File: config.mk
export PLATFORM = sky130hd
export DESIGN_NAME = umpaf_dev_flat
export DESIGN_NICKNAME = d
export VERILOG_FILES = /design/src/umpaf_pkg.sv /design/src/umpaf_if.sv /design/src/umpaf_tx.sv /design/src/umpaf_dev.sv /design/src/flat_wrapper.sv
export VERILOG_INCLUDE_DIRS = /design/src /design/src/src
export SDC_FILE = /design/constraint.sdc
export NUM_CORES = 1
export LEC_CHECK = 0
export BUFFER_PORTS_ARGS = -buffer_cell sky130_fd_sc_hd__buf_2
export CELL_PAD_IN_SITES_DETAIL_PLACEMENT = 0
export CELL_PAD_IN_SITES_GLOBAL_PLACEMENT = 1
export CORE_MARGIN = 5
export CORE_UTILIZATION = 25
export CTS_CLUSTER_SIZE = 20
export DETAILED_ROUTE_END_ITERATION = 6
export PLACE_DENSITY_LB_ADDON = 0.1
export SLEW_MARGIN = 10
export SYNTH_ARGS = -nofsm -noshare
export SYNTH_HDL_FRONTEND = slang
export SYNTH_SLANG_ARGS = --single-unit
export TNS_END_PERCENT = 5
File: constraint.sdc
create_clock -name clk_i -period 2.98 [get_ports clk_i]
set_input_delay 0.447 -clock clk_i [delete_from_list [all_inputs] [get_ports clk_i]]
set_output_delay 0.447 -clock clk_i [all_outputs]
set_load 0.05 [all_outputs]
File: src/umpaf_params.svh
// Purpose: Register offsets, field positions, reset values and timing counts.
// Assumes: Included by the package and by every design file except the interface.
// Notes:   Offsets are word indices on the plain software port.
`ifndef UMPAF_PARAMS_SVH
`define UMPAF_PARAMS_SVH

// ----------------------------------------------------------------
// Widths and timing
// ----------------------------------------------------------------
`define UMPAF_AW        3
`define UMPAF_DW        16
`define UMPAF_DIVW      12
`define UMPAF_OVS_NORM  5'h10
`define UMPAF_OVS_DBL   5'h08
`define UMPAF_SIZE_9    3'h7
`define UMPAF_SIZE_RST  3'h3

// ----------------------------------------------------------------
// Device end registers
// ----------------------------------------------------------------
`define UMPAF_DEV_CSA   3'h0
`define UMPAF_DEV_CSB   3'h1
`define UMPAF_DEV_BAUD  3'h2
`define UMPAF_DEV_DATA  3'h3
`define UMPAF_IRQ_STAT  3'h4
`define UMPAF_IRQ_CLR   3'h5
`define UMPAF_IRQ_EN    3'h6
`define UMPAF_CSA_FILT  0
`define UMPAF_CSA_TXC   1
`define UMPAF_CSA_RXC   2
`define UMPAF_CSA_DBL   3
`define UMPAF_CSA_FERR  4
`define UMPAF_CSB_STOP  3
`define UMPAF_CSB_TXN   4
`define UMPAF_CSB_RXN   5
`define UMPAF_EV_RXC    0
`define UMPAF_EV_TXC    1
`define UMPAF_EV_FERR   2
`define UMPAF_EV_N      3

// ----------------------------------------------------------------
// Host end registers
// ----------------------------------------------------------------
`define UMPAF_HST_CFG   3'h0
`define UMPAF_HST_STAT  3'h1
`define UMPAF_HST_BAUD  3'h2
`define UMPAF_HST_SEND  3'h3
`define UMPAF_CFG_DBL   3
`define UMPAF_SEND_MARK 8

`endif

File: src/umpaf_pkg.sv
// Purpose: Types shared by both ends of the address filtering link.
// Assumes: The constants header is on the include path.
// Notes:   State codes are one-hot.
`include "umpaf_params.svh"
package umpaf_pkg;
    typedef logic [`UMPAF_AW-1:0]   umpaf_addr_t;
    typedef logic [`UMPAF_DW-1:0]   umpaf_data_t;
    typedef logic [`UMPAF_DIVW-1:0] umpaf_div_t;
    typedef enum logic [1:0] {
        UMPAF_TX_IDLE = 2'b01,
        UMPAF_TX_SEND = 2'b10
    } umpaf_tx_state_e;
    typedef enum logic [2:0] {
        UMPAF_RX_IDLE  = 3'b001,
        UMPAF_RX_START = 3'b010,
        UMPAF_RX_BITS  = 3'b100
    } umpaf_rx_state_e;
endpackage : umpaf_pkg

File: src/umpaf_if.sv
// Purpose: Serial line between the master port and a filtering slave port.
// Assumes: Both lines idle high.
// Notes:   Each party drives only its own transmit line.
`timescale 1ns/10ps
interface umpaf_if;
    logic m2s_txd;
    logic s2m_txd;
    modport dev  (input m2s_txd, output s2m_txd);
    modport host (output m2s_txd);
endinterface : umpaf_if

File: src/umpaf_tx.sv
// Purpose: Character transmitter with baud divisor and double speed.
// Assumes: Start is honoured only while idle.
// Notes:   Divisor, speed and format are captured when a character starts.
`timescale 1ns/10ps
`include "umpaf_params.svh"
module umpaf_tx (
    input  wire logic               clk_i,
    input  wire logic               rst_i,
    input  wire umpaf_pkg::umpaf_div_t div_i,
    input  wire logic               dbl_i,
    input  wire logic [2:0]         size_i,
    input  wire logic               two_stop_i,
    input  wire logic               mark_stop_i,
    input  wire logic               start_i,
    input  wire logic [8:0]         data_i,
    output logic                    txd_o,
    output logic                    busy_o,
    output logic                    done_o
);
    import umpaf_pkg::*;

    umpaf_tx_state_e st_q;
    umpaf_div_t      div_q;
    umpaf_div_t      cnt_q;
    logic [4:0]      ovs_max_q;
    logic [4:0]      ovs_q;
    logic [3:0]      left_q;
    logic [11:0]     sh_q;
    logic [11:0]     frame;
    logic [10:0]     ext;
    logic [3:0]      nd;

    // ----------------------------------------------------------------
    // Frame assembly
    // ----------------------------------------------------------------
    always_comb begin
        nd = (size_i == `UMPAF_SIZE_9) ? 4'h9 : 4'h5 + {1'b0, size_i};
        ext = {2'b11, data_i};
        frame[0] = 1'b0;
        for (int i = 0; i < 11; i++) begin
            if (4'(i) < nd) begin
                frame[i+1] = ext[i];
            end else if (4'(i) == nd && mark_stop_i && size_i != `UMPAF_SIZE_9) begin
                // A 9-bit frame keeps its stop bit high, the ninth bit is the marker.
                frame[i+1] = data_i[8];
            end else begin
                frame[i+1] = 1'b1;
            end
        end
    end

    // ----------------------------------------------------------------
    // Shifter
    // ----------------------------------------------------------------
    always_ff @(posedge clk_i) begin
        done_o <= 1'b0;
        if (rst_i) begin
            st_q      <= UMPAF_TX_IDLE;
            sh_q      <= 12'hFFF;
            div_q     <= '0;
            cnt_q     <= '0;
            ovs_q     <= 5'h00;
            ovs_max_q <= `UMPAF_OVS_NORM;
            left_q    <= 4'h0;
        end else begin
            case (st_q)
                UMPAF_TX_IDLE: begin
                    if (start_i) begin
                        sh_q      <= frame;
                        left_q    <= 4'h2 + nd + {3'h0, two_stop_i};
                        div_q     <= div_i;
                        cnt_q     <= '0;
                        ovs_q     <= 5'h00;
                        ovs_max_q <= dbl_i ? `UMPAF_OVS_DBL : `UMPAF_OVS_NORM;
                        st_q      <= UMPAF_TX_SEND;
                    end
                end
                UMPAF_TX_SEND: begin
                    // Zero divisor ticks every clock, the fastest rate.
                    if (cnt_q == div_q) begin
                        cnt_q <= '0;
                        if (ovs_q == ovs_max_q - 5'h01) begin
                            ovs_q  <= 5'h00;
                            sh_q   <= {1'b1, sh_q[11:1]};
                            left_q <= left_q - 4'h1;
                            if (left_q == 4'h1) begin
                                st_q   <= UMPAF_TX_IDLE;
                                done_o <= 1'b1;
                            end
                        end else begin
                            ovs_q <= ovs_q + 5'h01;
                        end
                    end else begin
                        cnt_q <= cnt_q + 1'b1;
                    end
                end
                default: st_q <= UMPAF_TX_IDLE;
            endcase
        end
    end

    assign txd_o  = sh_q[0];
    assign busy_o = (st_q == UMPAF_TX_SEND);
endmodule : umpaf_tx

File: src/umpaf_dev.sv
// Purpose: Slave serial port with multi-processor address filtering.
// Assumes: Software uses the plain register port; the line idles high.
// Notes:   Receive and transmit share one character size setting.
// How it works
// Transmitter sends ninth bit as marker.
// Slaves use 9-bit format with 9-bit master.
// Address frame stored, sets receive complete.
// Software clears filter after matching address.
// Filtered receiver drops data frames.
// Software re-arms filter after last frame.
// One character size for both directions.
// Master uses two stops for 5-8 bits.
// Filter bit shares word with transmit flag.
// Divisor zero gives fastest rate.
// Marker is first stop or ninth bit.
// Filter drops data; transmitter unaffected.
// Rate is clock over 16 or 8 times divisor plus one.
`timescale 1ns/10ps
`include "umpaf_params.svh"
module umpaf_dev (
    input  wire logic                   clk_i,
    input  wire logic                   rst_i,
    umpaf_if.dev                        line,
    input  wire umpaf_pkg::umpaf_addr_t addr_i,
    input  wire umpaf_pkg::umpaf_data_t wdata_i,
    input  wire logic                   we_i,
    input  wire logic                   re_i,
    output umpaf_pkg::umpaf_data_t      rdata_o,
    output logic                        irq_o
);
    import umpaf_pkg::*;

    logic                  filt_q;
    logic                  txc_q;
    logic                  rxc_q;
    logic                  ferr_q;
    logic                  dbl_q;
    logic [2:0]            size_q;
    logic                  stop_q;
    logic                  txn_q;
    umpaf_div_t            div_q;
    logic [7:0]            rxd_q;
    logic                  rxn_q;
    logic [`UMPAF_EV_N-1:0] ist_q;
    logic [`UMPAF_EV_N-1:0] ien_q;
    logic [`UMPAF_EV_N-1:0] ev;
    umpaf_data_t           rd_q;
    logic                  s1_q;
    logic                  s2_q;
    umpaf_rx_state_e       st_q;
    umpaf_div_t            cnt_q;
    logic [4:0]            ovs_q;
    logic [3:0]            idx_q;
    logic [9:0]            sh_q;
    logic [4:0]            ovs_max;
    logic [3:0]            nd;
    logic                  tick;
    logic                  fin;
    logic                  mark;
    logic                  accept;
    logic                  tx_busy;
    logic                  tx_done;
    logic                  tx_start;
    logic                  wr_csa;
    logic                  rd_data;

    // ----------------------------------------------------------------
    // Decode
    // ----------------------------------------------------------------
    assign wr_csa   = we_i && (addr_i == `UMPAF_DEV_CSA);
    assign rd_data  = re_i && (addr_i == `UMPAF_DEV_DATA);
    assign tx_start = we_i && (addr_i == `UMPAF_DEV_DATA) && !tx_busy;

    // ----------------------------------------------------------------
    // Control registers
    // ----------------------------------------------------------------
    always_ff @(posedge clk_i) begin
        if (rst_i) begin
            filt_q <= 1'b0;
            dbl_q  <= 1'b0;
            size_q <= `UMPAF_SIZE_RST;
            stop_q <= 1'b0;
            txn_q  <= 1'b0;
            div_q  <= '0;
            ien_q  <= '0;
        end else if (wr_csa) begin
            // The filter bit and the transmit flag share this word; writing
            // a one back to the flag clears it, so blind read-modify-write
            // from software can lose a pending flag.
            filt_q <= wdata_i[`UMPAF_CSA_FILT];
            dbl_q  <= wdata_i[`UMPAF_CSA_DBL];
        end else if (we_i && addr_i == `UMPAF_DEV_CSB) begin
            size_q <= wdata_i[2:0];
            stop_q <= wdata_i[`UMPAF_CSB_STOP];
            txn_q  <= wdata_i[`UMPAF_CSB_TXN];
        end else if (we_i && addr_i == `UMPAF_DEV_BAUD) begin
            div_q  <= wdata_i[`UMPAF_DIVW-1:0];
        end else if (we_i && addr_i == `UMPAF_IRQ_EN) begin
            ien_q  <= wdata_i[`UMPAF_EV_N-1:0];
        end
    end

    // ----------------------------------------------------------------
    // Flags, set wins over clear
    // ----------------------------------------------------------------
    always_ff @(posedge clk_i) begin
        if (rst_i) begin
            txc_q <= 1'b0;
            rxc_q <= 1'b0;
        end else begin
            txc_q <= tx_done | (txc_q & ~(wr_csa & wdata_i[`UMPAF_CSA_TXC]));
            rxc_q <= accept | (rxc_q & ~rd_data);
        end
    end

    // ----------------------------------------------------------------
    // Interrupts
    // ----------------------------------------------------------------
    assign ev[`UMPAF_EV_RXC]  = accept;
    assign ev[`UMPAF_EV_TXC]  = tx_done;
    assign ev[`UMPAF_EV_FERR] = accept & ~s2_q;

    always_ff @(posedge clk_i) begin
        if (rst_i) begin
            ist_q <= '0;
        end else if (we_i && addr_i == `UMPAF_IRQ_CLR) begin
            ist_q <= ev | (ist_q & ~wdata_i[`UMPAF_EV_N-1:0]);
        end else begin
            ist_q <= ev | ist_q;
        end
    end

    assign irq_o = |(ist_q & ien_q);

    // ----------------------------------------------------------------
    // Read port
    // ----------------------------------------------------------------
    always_ff @(posedge clk_i) begin
        if (rst_i) begin
            rd_q <= '0;
        end else if (!re_i) begin
            rd_q <= '0;
        end else if (addr_i == `UMPAF_DEV_CSA) begin
            rd_q <= {11'h000, ferr_q, dbl_q, rxc_q, txc_q, filt_q};
        end else if (addr_i == `UMPAF_DEV_CSB) begin
            rd_q <= {10'h000, rxn_q, txn_q, stop_q, size_q};
        end else if (addr_i == `UMPAF_DEV_BAUD) begin
            rd_q <= {4'h0, div_q};
        end else if (addr_i == `UMPAF_DEV_DATA) begin
            rd_q <= {8'h00, rxd_q};
        end else if (addr_i == `UMPAF_IRQ_STAT) begin
            rd_q <= {13'h0000, ist_q};
        end else if (addr_i == `UMPAF_IRQ_EN) begin
            rd_q <= {13'h0000, ien_q};
        end else begin
            rd_q <= '0;
        end
    end

    assign rdata_o = rd_q;

    // ----------------------------------------------------------------
    // Receiver
    // ----------------------------------------------------------------
    always_ff @(posedge clk_i) begin
        if (rst_i) begin
            s1_q <= 1'b1;
            s2_q <= 1'b1;
        end else begin
            s1_q <= line.m2s_txd;
            s2_q <= s1_q;
        end
    end

    assign ovs_max = dbl_q ? `UMPAF_OVS_DBL : `UMPAF_OVS_NORM;
    assign nd      = (size_q == `UMPAF_SIZE_9) ? 4'h9 : 4'h5 + {1'b0, size_q};
    assign tick    = (cnt_q == div_q);
    assign fin     = (st_q == UMPAF_RX_BITS) && tick
                     && (ovs_q == ovs_max - 5'h01) && (idx_q == nd);
    // Ninth bit in 9-bit format, otherwise the first stop bit.
    assign mark    = (size_q == `UMPAF_SIZE_9) ? sh_q[8] : s2_q;
    assign accept  = fin && (!filt_q || mark);

    always_ff @(posedge clk_i) begin
        if (rst_i) begin
            st_q  <= UMPAF_RX_IDLE;
            cnt_q <= '0;
            ovs_q <= 5'h00;
            idx_q <= 4'h0;
            sh_q  <= '0;
        end else begin
            cnt_q <= (tick || st_q == UMPAF_RX_IDLE) ? '0 : cnt_q + 1'b1;
            case (st_q)
                UMPAF_RX_IDLE: begin
                    ovs_q <= 5'h00;
                    if (!s2_q) begin
                        sh_q <= '0;
                        st_q <= UMPAF_RX_START;
                    end
                end
                UMPAF_RX_START: begin
                    if (tick) begin
                        if (ovs_q == (ovs_max >> 1) - 5'h01) begin
                            // A glitch shorter than half a bit is not a start.
                            ovs_q <= 5'h00;
                            idx_q <= 4'h0;
                            st_q  <= s2_q ? UMPAF_RX_IDLE : UMPAF_RX_BITS;
                        end else begin
                            ovs_q <= ovs_q + 5'h01;
                        end
                    end
                end
                UMPAF_RX_BITS: begin
                    if (tick) begin
                        if (ovs_q == ovs_max - 5'h01) begin
                            ovs_q       <= 5'h00;
                            sh_q[idx_q] <= s2_q;
                            idx_q       <= idx_q + 4'h1;
                            if (idx_q == nd) begin
                                st_q <= UMPAF_RX_IDLE;
                            end
                        end else begin
                            ovs_q <= ovs_q + 5'h01;
                        end
                    end
                end
                default: st_q <= UMPAF_RX_IDLE;
            endcase
        end
    end

    always_ff @(posedge clk_i) begin
        if (rst_i) begin
            rxd_q  <= 8'h00;
            rxn_q  <= 1'b0;
            ferr_q <= 1'b0;
        end else if (accept) begin
            rxd_q  <= sh_q[7:0];
            rxn_q  <= sh_q[8];
            ferr_q <= ~s2_q;
        end
    end

    // ----------------------------------------------------------------
    // Transmitter
    // ----------------------------------------------------------------
    umpaf_tx i_umpaf_tx (
        .clk_i       (clk_i),
        .rst_i       (rst_i),
        .div_i       (div_q),
        .dbl_i       (dbl_q),
        .size_i      (size_q),
        .two_stop_i  (stop_q),
        .mark_stop_i (1'b0),
        .start_i     (tx_start),
        .data_i      ({txn_q, wdata_i[7:0]}),
        .txd_o       (line.s2m_txd),
        .busy_o      (tx_busy),
        .done_o      (tx_done)
    );
endmodule : umpaf_dev

File: src/flat_wrapper.sv
// flat-port wrapper written by rule: the top's interface ports become plain ports
module umpaf_dev_flat import umpaf_pkg::*;
  (clk_i, rst_i, addr_i, wdata_i, we_i, re_i, rdata_o, irq_o, line_m2s_txd, line_s2m_txd);
  umpaf_if line_i ();
  input  wire logic clk_i;
  input  wire logic rst_i;
  input  wire umpaf_pkg::umpaf_addr_t addr_i;
  input  wire umpaf_pkg::umpaf_data_t wdata_i;
  input  wire logic we_i;
  input  wire logic re_i;
  output umpaf_pkg::umpaf_data_t rdata_o;
  output logic irq_o;
  input wire logic [$bits(line_i.m2s_txd)-1:0] line_m2s_txd;
  output wire logic [$bits(line_i.s2m_txd)-1:0] line_s2m_txd;
  assign line_i.m2s_txd = line_m2s_txd;
  assign line_s2m_txd = line_i.s2m_txd;
  umpaf_dev u_core (.clk_i(clk_i), .rst_i(rst_i), .line(line_i), .addr_i(addr_i), .wdata_i(wdata_i), .we_i(we_i), .re_i(re_i), .rdata_o(rdata_o), .irq_o(irq_o));
endmodule
**Word level (Yosys, flattened, before mapping)**

Cells that the tools add are included.

- Flip-flop bits (word level): 142
- Latch bits: 0
- RAM bits: 0
- Memory bits (read-only): 0
- Input bits: 24
- Output and inout port bits: 18
- Logic and storage cells: 211
- Memories kept: 0

- Add/subtract/negate cells: 12
- Multipliers: 0
- Divide/modulo/power cells: 0
- Magnitude comparators: 11
- Eq/ne operators: 29
- Shift-type cells: 0
- Muxes and demuxes: 65
- Bitwise logic cells: 21
- Reductions and logical operators: 41

Operators with widths:

| kind | number |
|---|---|
| $mux W12 | 8 |
| $pmux W12 S2 | 2 |
| $mux W5 | 9 |
| $mux W4 | 8 |
| $mux W10 | 3 |
| $mux W3 | 9 |
| $add A12 B1 Y12 const B | 2 |
| $eq A12 B12 Y1 | 2 |
| $pmux W10 S2 | 1 |
| $lt A3 B4 Y1 const A | 4 |
| $pmux W4 S2 | 2 |
| $reduce_and A4 Y1 | 4 |
| $eq A3 B3 Y1 const B | 5 |
| $eq A5 B5 Y1 | 3 |
| $pmux W5 S3 | 1 |
| $ne A2 B2 Y1 const B | 7 |
| $logic_and A1 B1 Y1 | 13 |
| $mux W1 | 12 |
| $add A5 B1 Y5 const B | 2 |
| $bwmux W10 | 1 |
| $not A1 Y1 | 10 |
| $pmux W5 S2 | 1 |
| $sub A5 B1 Y5 const B | 2 |
| $eq A3 B2 Y1 const B | 3 |
| 40 further kinds | 65 |

**Logic depth before layout (Yosys ltp)**

- Depth in word-level cells: 9
- Mapped depth: 11
- Depth with buffers taken out: 10

**Cells and area by module**

Synthesis repeated with hierarchy kept, for this count alone.

- Cell total of the unflattened synthesis: 782
- Area total of the unflattened synthesis: 6817.8 um^2

By module, submodules not included:

| module | times used | cells each | area each (um^2) | sequential area each (um^2) |
|---|---|---|---|---|
| umpaf_dev | 1 | 440 | 4017.6 | 1681.6 |
| umpaf_tx | 1 | 342 | 2800.2 | 1001.0 |

**Least setup slack after synthesis**

No wires, ideal clock.

- Kind: register to register
- Start: reg u_core.size_q[0]
- End: reg u_core.rxd_q[0]
- Data arrival time: 2.195 ns
- Required time: 2.852 ns
- Path slack: 0.657 ns
- Stages on the path, launching flop included: 12
- Period minus slack after synthesis: 2.323 ns
- Cells stage by stage: dfxtp_1 buf_2 inv_1 ha_1 clkbuf_1 xor2_1 nand3_1 a2111oi_2 nand3b_1 buf_4 mux2i_1 nor2_1

- Word-level cells in the longest chain between the ends: 5
- Elaborated cells on any way between the ends: 8
- Those cells by class: 1 x add/sub; 2 x eq/ne; 2 x mux; 3 x reduce/logical

RTL lines:

| item | RTL line | RTL |
|---|---|---|
| from (decl) | umpaf_dev.sv:38 | `logic [2:0] size_q;` |
| from (signal assigned) | umpaf_dev.sv:81 | `` size_q <= `UMPAF_SIZE_RST; `` |
| from (signal assigned) | umpaf_dev.sv:93 | `size_q <= wdata_i[2:0];` |
| $add A3 B3 Y4 or $eq A3 B3 Y1 (tied branches) | - |  |
| $mux W4 | umpaf_dev.sv:176 | `` assign nd = (size_q == `UMPAF_SIZE_9) ? 4'h9 : 4'h5 + {1'b0, size_q}; `` |
| $eq A4 B4 Y1 | umpaf_dev.sv:179 | `&& (ovs_q == ovs_max - 5'h01) && (idx_q == nd);` |
| $logic_and A1 B1 Y1 | umpaf_dev.sv:179 |  |
| $logic_and A1 B1 Y1 (*) | umpaf_dev.sv:182 | `assign accept = fin && (!filt_q \|\| mark);` |
| to (signal assigned) | umpaf_dev.sv:238 | `rxd_q <= sh_q[7:0];` |
| to (decl) | umpaf_dev.sv:42 | `logic [7:0] rxd_q;` |

Mark *: on every way between the ends. The rest lies on a longest branch, timed or not.
A chain may end at the register's enable or synchronous reset.

**Worst setup path after layout**

- Start: reg u_core.size_q[0]
- End: reg u_core.rxd_q[6]

The elaborated chain is that of the path after synthesis.

==> flow_summary.json <==
{
  "start_util": 0.2530,
  "drive_gt1_frac": 0.1450,
  "ys_warn_count": 0,
  "end_kind": "register",
  "peakVddDrop_v": 0.0002575,
  "synth-edff-count": 0,
  "clk_path_buf_depth": 2,
  "p_sw_w": 0.001035,
  "leakagePower_nw": 2.866,
  "cpMaxStageDelayCell": "dfxtp_1",
  "avgViaCountPerCell": 4.726,
  "min_period_ns": 2.601,
  "initialDrtViolationCount": 272,
  "clk_pin_slew_worst_paths_ns": 0.07,
  "slowest_delay_ns": 0.50,
  "ios": 42,
  "outcome": "completed",
  "power.density_nw_per_um2": 553.6,
  "yosysMostFrequentCell": "dfxtp_1",
  "cts_root_buf": "clkbuf_16",
  "stdcell_count": 1116,
  "ctsResizeCount": 0,
  "antenna_found_initial": 0,
  "synth_cell_types": 69,
  "fp.dieW_microns": 169.2,
  "rows": 58,
  "rr_worst_depth": 8,
  "cts_hold_buf": 0,
  "port_buffers": 33,
  "routed_wl_microns": 18610,
  "die_area_sq_um": 28620,
  "cp_max_fo": 14,
  "clock-sinks": 132,
  "nets": 812,
  "synthTopCellsByArea": "dfxtp_1 (42%), nand2_1 (5.8%), a21oi_1 (5.1%)",
  "finalCritPeriodShare": 0.8730,
  "required_ns": 3.28,
  "worst-path-buf-inv": 1,
  "synth_common_cells": "dfxtp_1 (132), nand2_1 (98), nor2_1 (69)",
  "grt_pass1_wl_microns": 30070,
  "synth_top_cell_by_area": "dfxtp_1",
  "gp_congestion": 0.7326,
  "p_sw_frac": 0.2492,
  "grt_max_degree": 36,
  "rsz0062_at_grt": "no",
  "finalPower_w": 0.004151,
  "final_antenna_net_count": 0,
  "grt_remaining_overflow": 0,
  "syn2layout_area_growth_pct": 18.37,
  "max_cap_violations": 0,
  "h-tree-depth": 4,
  "report.final.setup_viol": 0,
  "timing_worst_setup_path_type": "register to register",
  "r2r-start": "u_core.size_q[0]",
  "hold_end": "u_core.s1_q",
  "cts_tree": "yes",
  "insertedDiodeCount": 0,
  "wire_per_inst_microns": 16.67,
  "synth_cells": 738,
  "rrSetupSlack_ns": 0.38,
  "power.internal_w": 0.003116,
  "syn_area_per_cell_sq_um": 8.584,
  "yosysSeqAreaShare": 0.4171,
  "max_freq_ghz": 0.3844,
  "cts_setup_buffers": 0,
  "place_inst": 1085,
  "dp_hpwl_microns": 13790,
  "synth_top_area_share": 0.4171,
  "skew_ns": 0.01058,
  "hold_viol": 0,
  "die_y_microns": 169.2,
  "syn-cell-area_sq_um": 6335,
  "post-route-drc-count": 0,
  "slew_headroom": 0.4334,
  "hold_path.class": "input port to register",
  "cp_top_family": "compound AO/OA/AOI/OAI gates",
  "cts_buffers": 17,
  "ys_async_sr_fraction": 0,
  "synth-main-ff-cell": "dfxtp_1",
  "min_from": "line_m2s_txd",
  "p_comb_frac": 0.056,
  "drtPass1Iterations": 5,
  "crit_arrival_ns": 2.91,
  "tightest_slew_ns": 0.8500,
  "r2r-end": "u_core.rxd_q[6]",
  "vias": 5274,
  "first_global_vias": 5276,
  "maxSlewViolCount": 0,
  "ys_ff_latch": 132,
  "clk_latency_ns": 0.42,
  "p_clk_frac": 0.510,
  "track_usage": 0.1327,
  "crit_chain": "ha_1 -> a21boi_1 -> xnor2_1 -> a2111oi_2 -> nand3b_1 -> buf_4 -> mux2i_1 -> nor2_1",
  "start_kind": "register",
  "hold_depth": 2,
  "seqPwrFrac": 0.434,
  "finalSetupTns_ns": 0,
  "core_sq_um": 25040
}
## how the worst max path moves through the flow
stage	startpoint	end	slack [ns]	cells past startpoint
global placement	u_core.size_q[0]	u_core.rxd_q[7]	0.38	9
floorplan	u_core.size_q[0]	u_core.rxd_q[0]	0.66	11
detailed placement	u_core.size_q[0]	u_core.rxd_q[6]	0.38	9
CTS	u_core.size_q[0]	u_core.rxd_q[6]	0.37	9
finish	u_core.size_q[0]	u_core.rxd_q[6]	0.38	8
global route	u_core.size_q[0]	u_core.rxn_q	0.1	8
## stage by stage
stage | worst slack, ns | hold WS [ns] | instance area, sq um | utilization
after floorplan | 0.6572 | 0.3895 | 6346 | -
after global placement | 0.3776 | 0.4009 | 6910 | 0.2760
after detailed placement | 0.3806 | 0.4007 | 6910 | 0.2760
after CTS | 0.3701 | 0.1922 | 7498 | 0.2995
after global routing | 0.09935 | 0.2002 | 7498 | 0.2995
final | 0.3786 | 0.2098 | 7498 | 0.2995
## routing by layer
layer | wire, microns | track usage
met3 | 560 | 0.02842
met1 | 9226 | 0.1822
met2 | 8622 | 0.2099
met4 | 199 | 0.04025
met5 | 0 | 0
## power by group through the flow
stage	registers [W]	clock network, W	logic [W]
4_1_cts	0.00180	0.00218	0.000238
3_3_place_gp	0.00184	0	0.000237
5_1_grt	0.00180	0.00226	0.000257
2_1_floorplan	0.00184	0	0.000155
6_report	0.00180	0.00212	0.000234
3_5_place_dp	0.00184	0	0.000237
## flip-flops by register name, summed over array words and instances (netlist names), 4 cells and up
name,cells
u_core.cnt_q,12
u_core.div_q,12
u_core.i_umpaf_tx.cnt_q,12
u_core.i_umpaf_tx.div_q,12
u_core.i_umpaf_tx.left_q,4
u_core.i_umpaf_tx.ovs_q,5
u_core.i_umpaf_tx.sh_q,10
u_core.idx_q,4
u_core.ovs_q,5
u_core.rdata_o,12
u_core.rxd_q,8
u_core.sh_q,9
## cells in the final DEF (no fill, tap or decap), drive strengths merged, types with 5 or more instances in the layout
| master | synthesis | routed |
|---|---|---|
| or2 | 5 | 5 |
| o21ai | 20 | 20 |
| ha | 14 | 14 |
| nand2 | 98 | 98 |
| a211oi | 11 | 11 |
| mux2i | 28 | 28 |
| nor4 | 5 | 5 |
| nor2 | 70 | 70 |
| a31oi | 10 | 10 |
| nor2b | 6 | 6 |
| xor2 | 24 | 24 |
| inv | 18 | 22 |
| buf | 14 | 55 |
| dfxtp | 132 | 132 |
| nor3 | 17 | 17 |
| nand3b | 5 | 5 |
| xnor2 | 22 | 22 |
| nand4 | 10 | 10 |
| nand2b | 15 | 15 |
| a21oi | 68 | 68 |
| clkbuf | 27 | 18 |
| nand3 | 28 | 28 |
| and3 | 14 | 14 |
| o311ai | 5 | 5 |
| mux2 | 8 | 8 |
| a22oi | 5 | 5 |
## kinds of logic after synthesis
logic type      Yosys count  synth area share
simple gates            294            0.2307
flops                   132            0.4171
other cells               1         0.0005920
compound gates          154            0.1545
xor+xnor                 46           0.06360
fa+ha+maj                14           0.02765
mux                      38           0.06557
buf+inv                  59           0.04029
## area by class of cell
type                            instances  area, sq um
Fill cell                            2650        17540
Tap cell                              330        412.9
Clock buffer                           18        439.2
Multi-Input combinational cell        550         3457
Timing Repair Buffer                   55        330.3
Inverter                               18        67.56
Clock inverter                         13        148.9
Sequential cell                       132         2643
No activity file was read; power rests on OpenSTA's default activity.
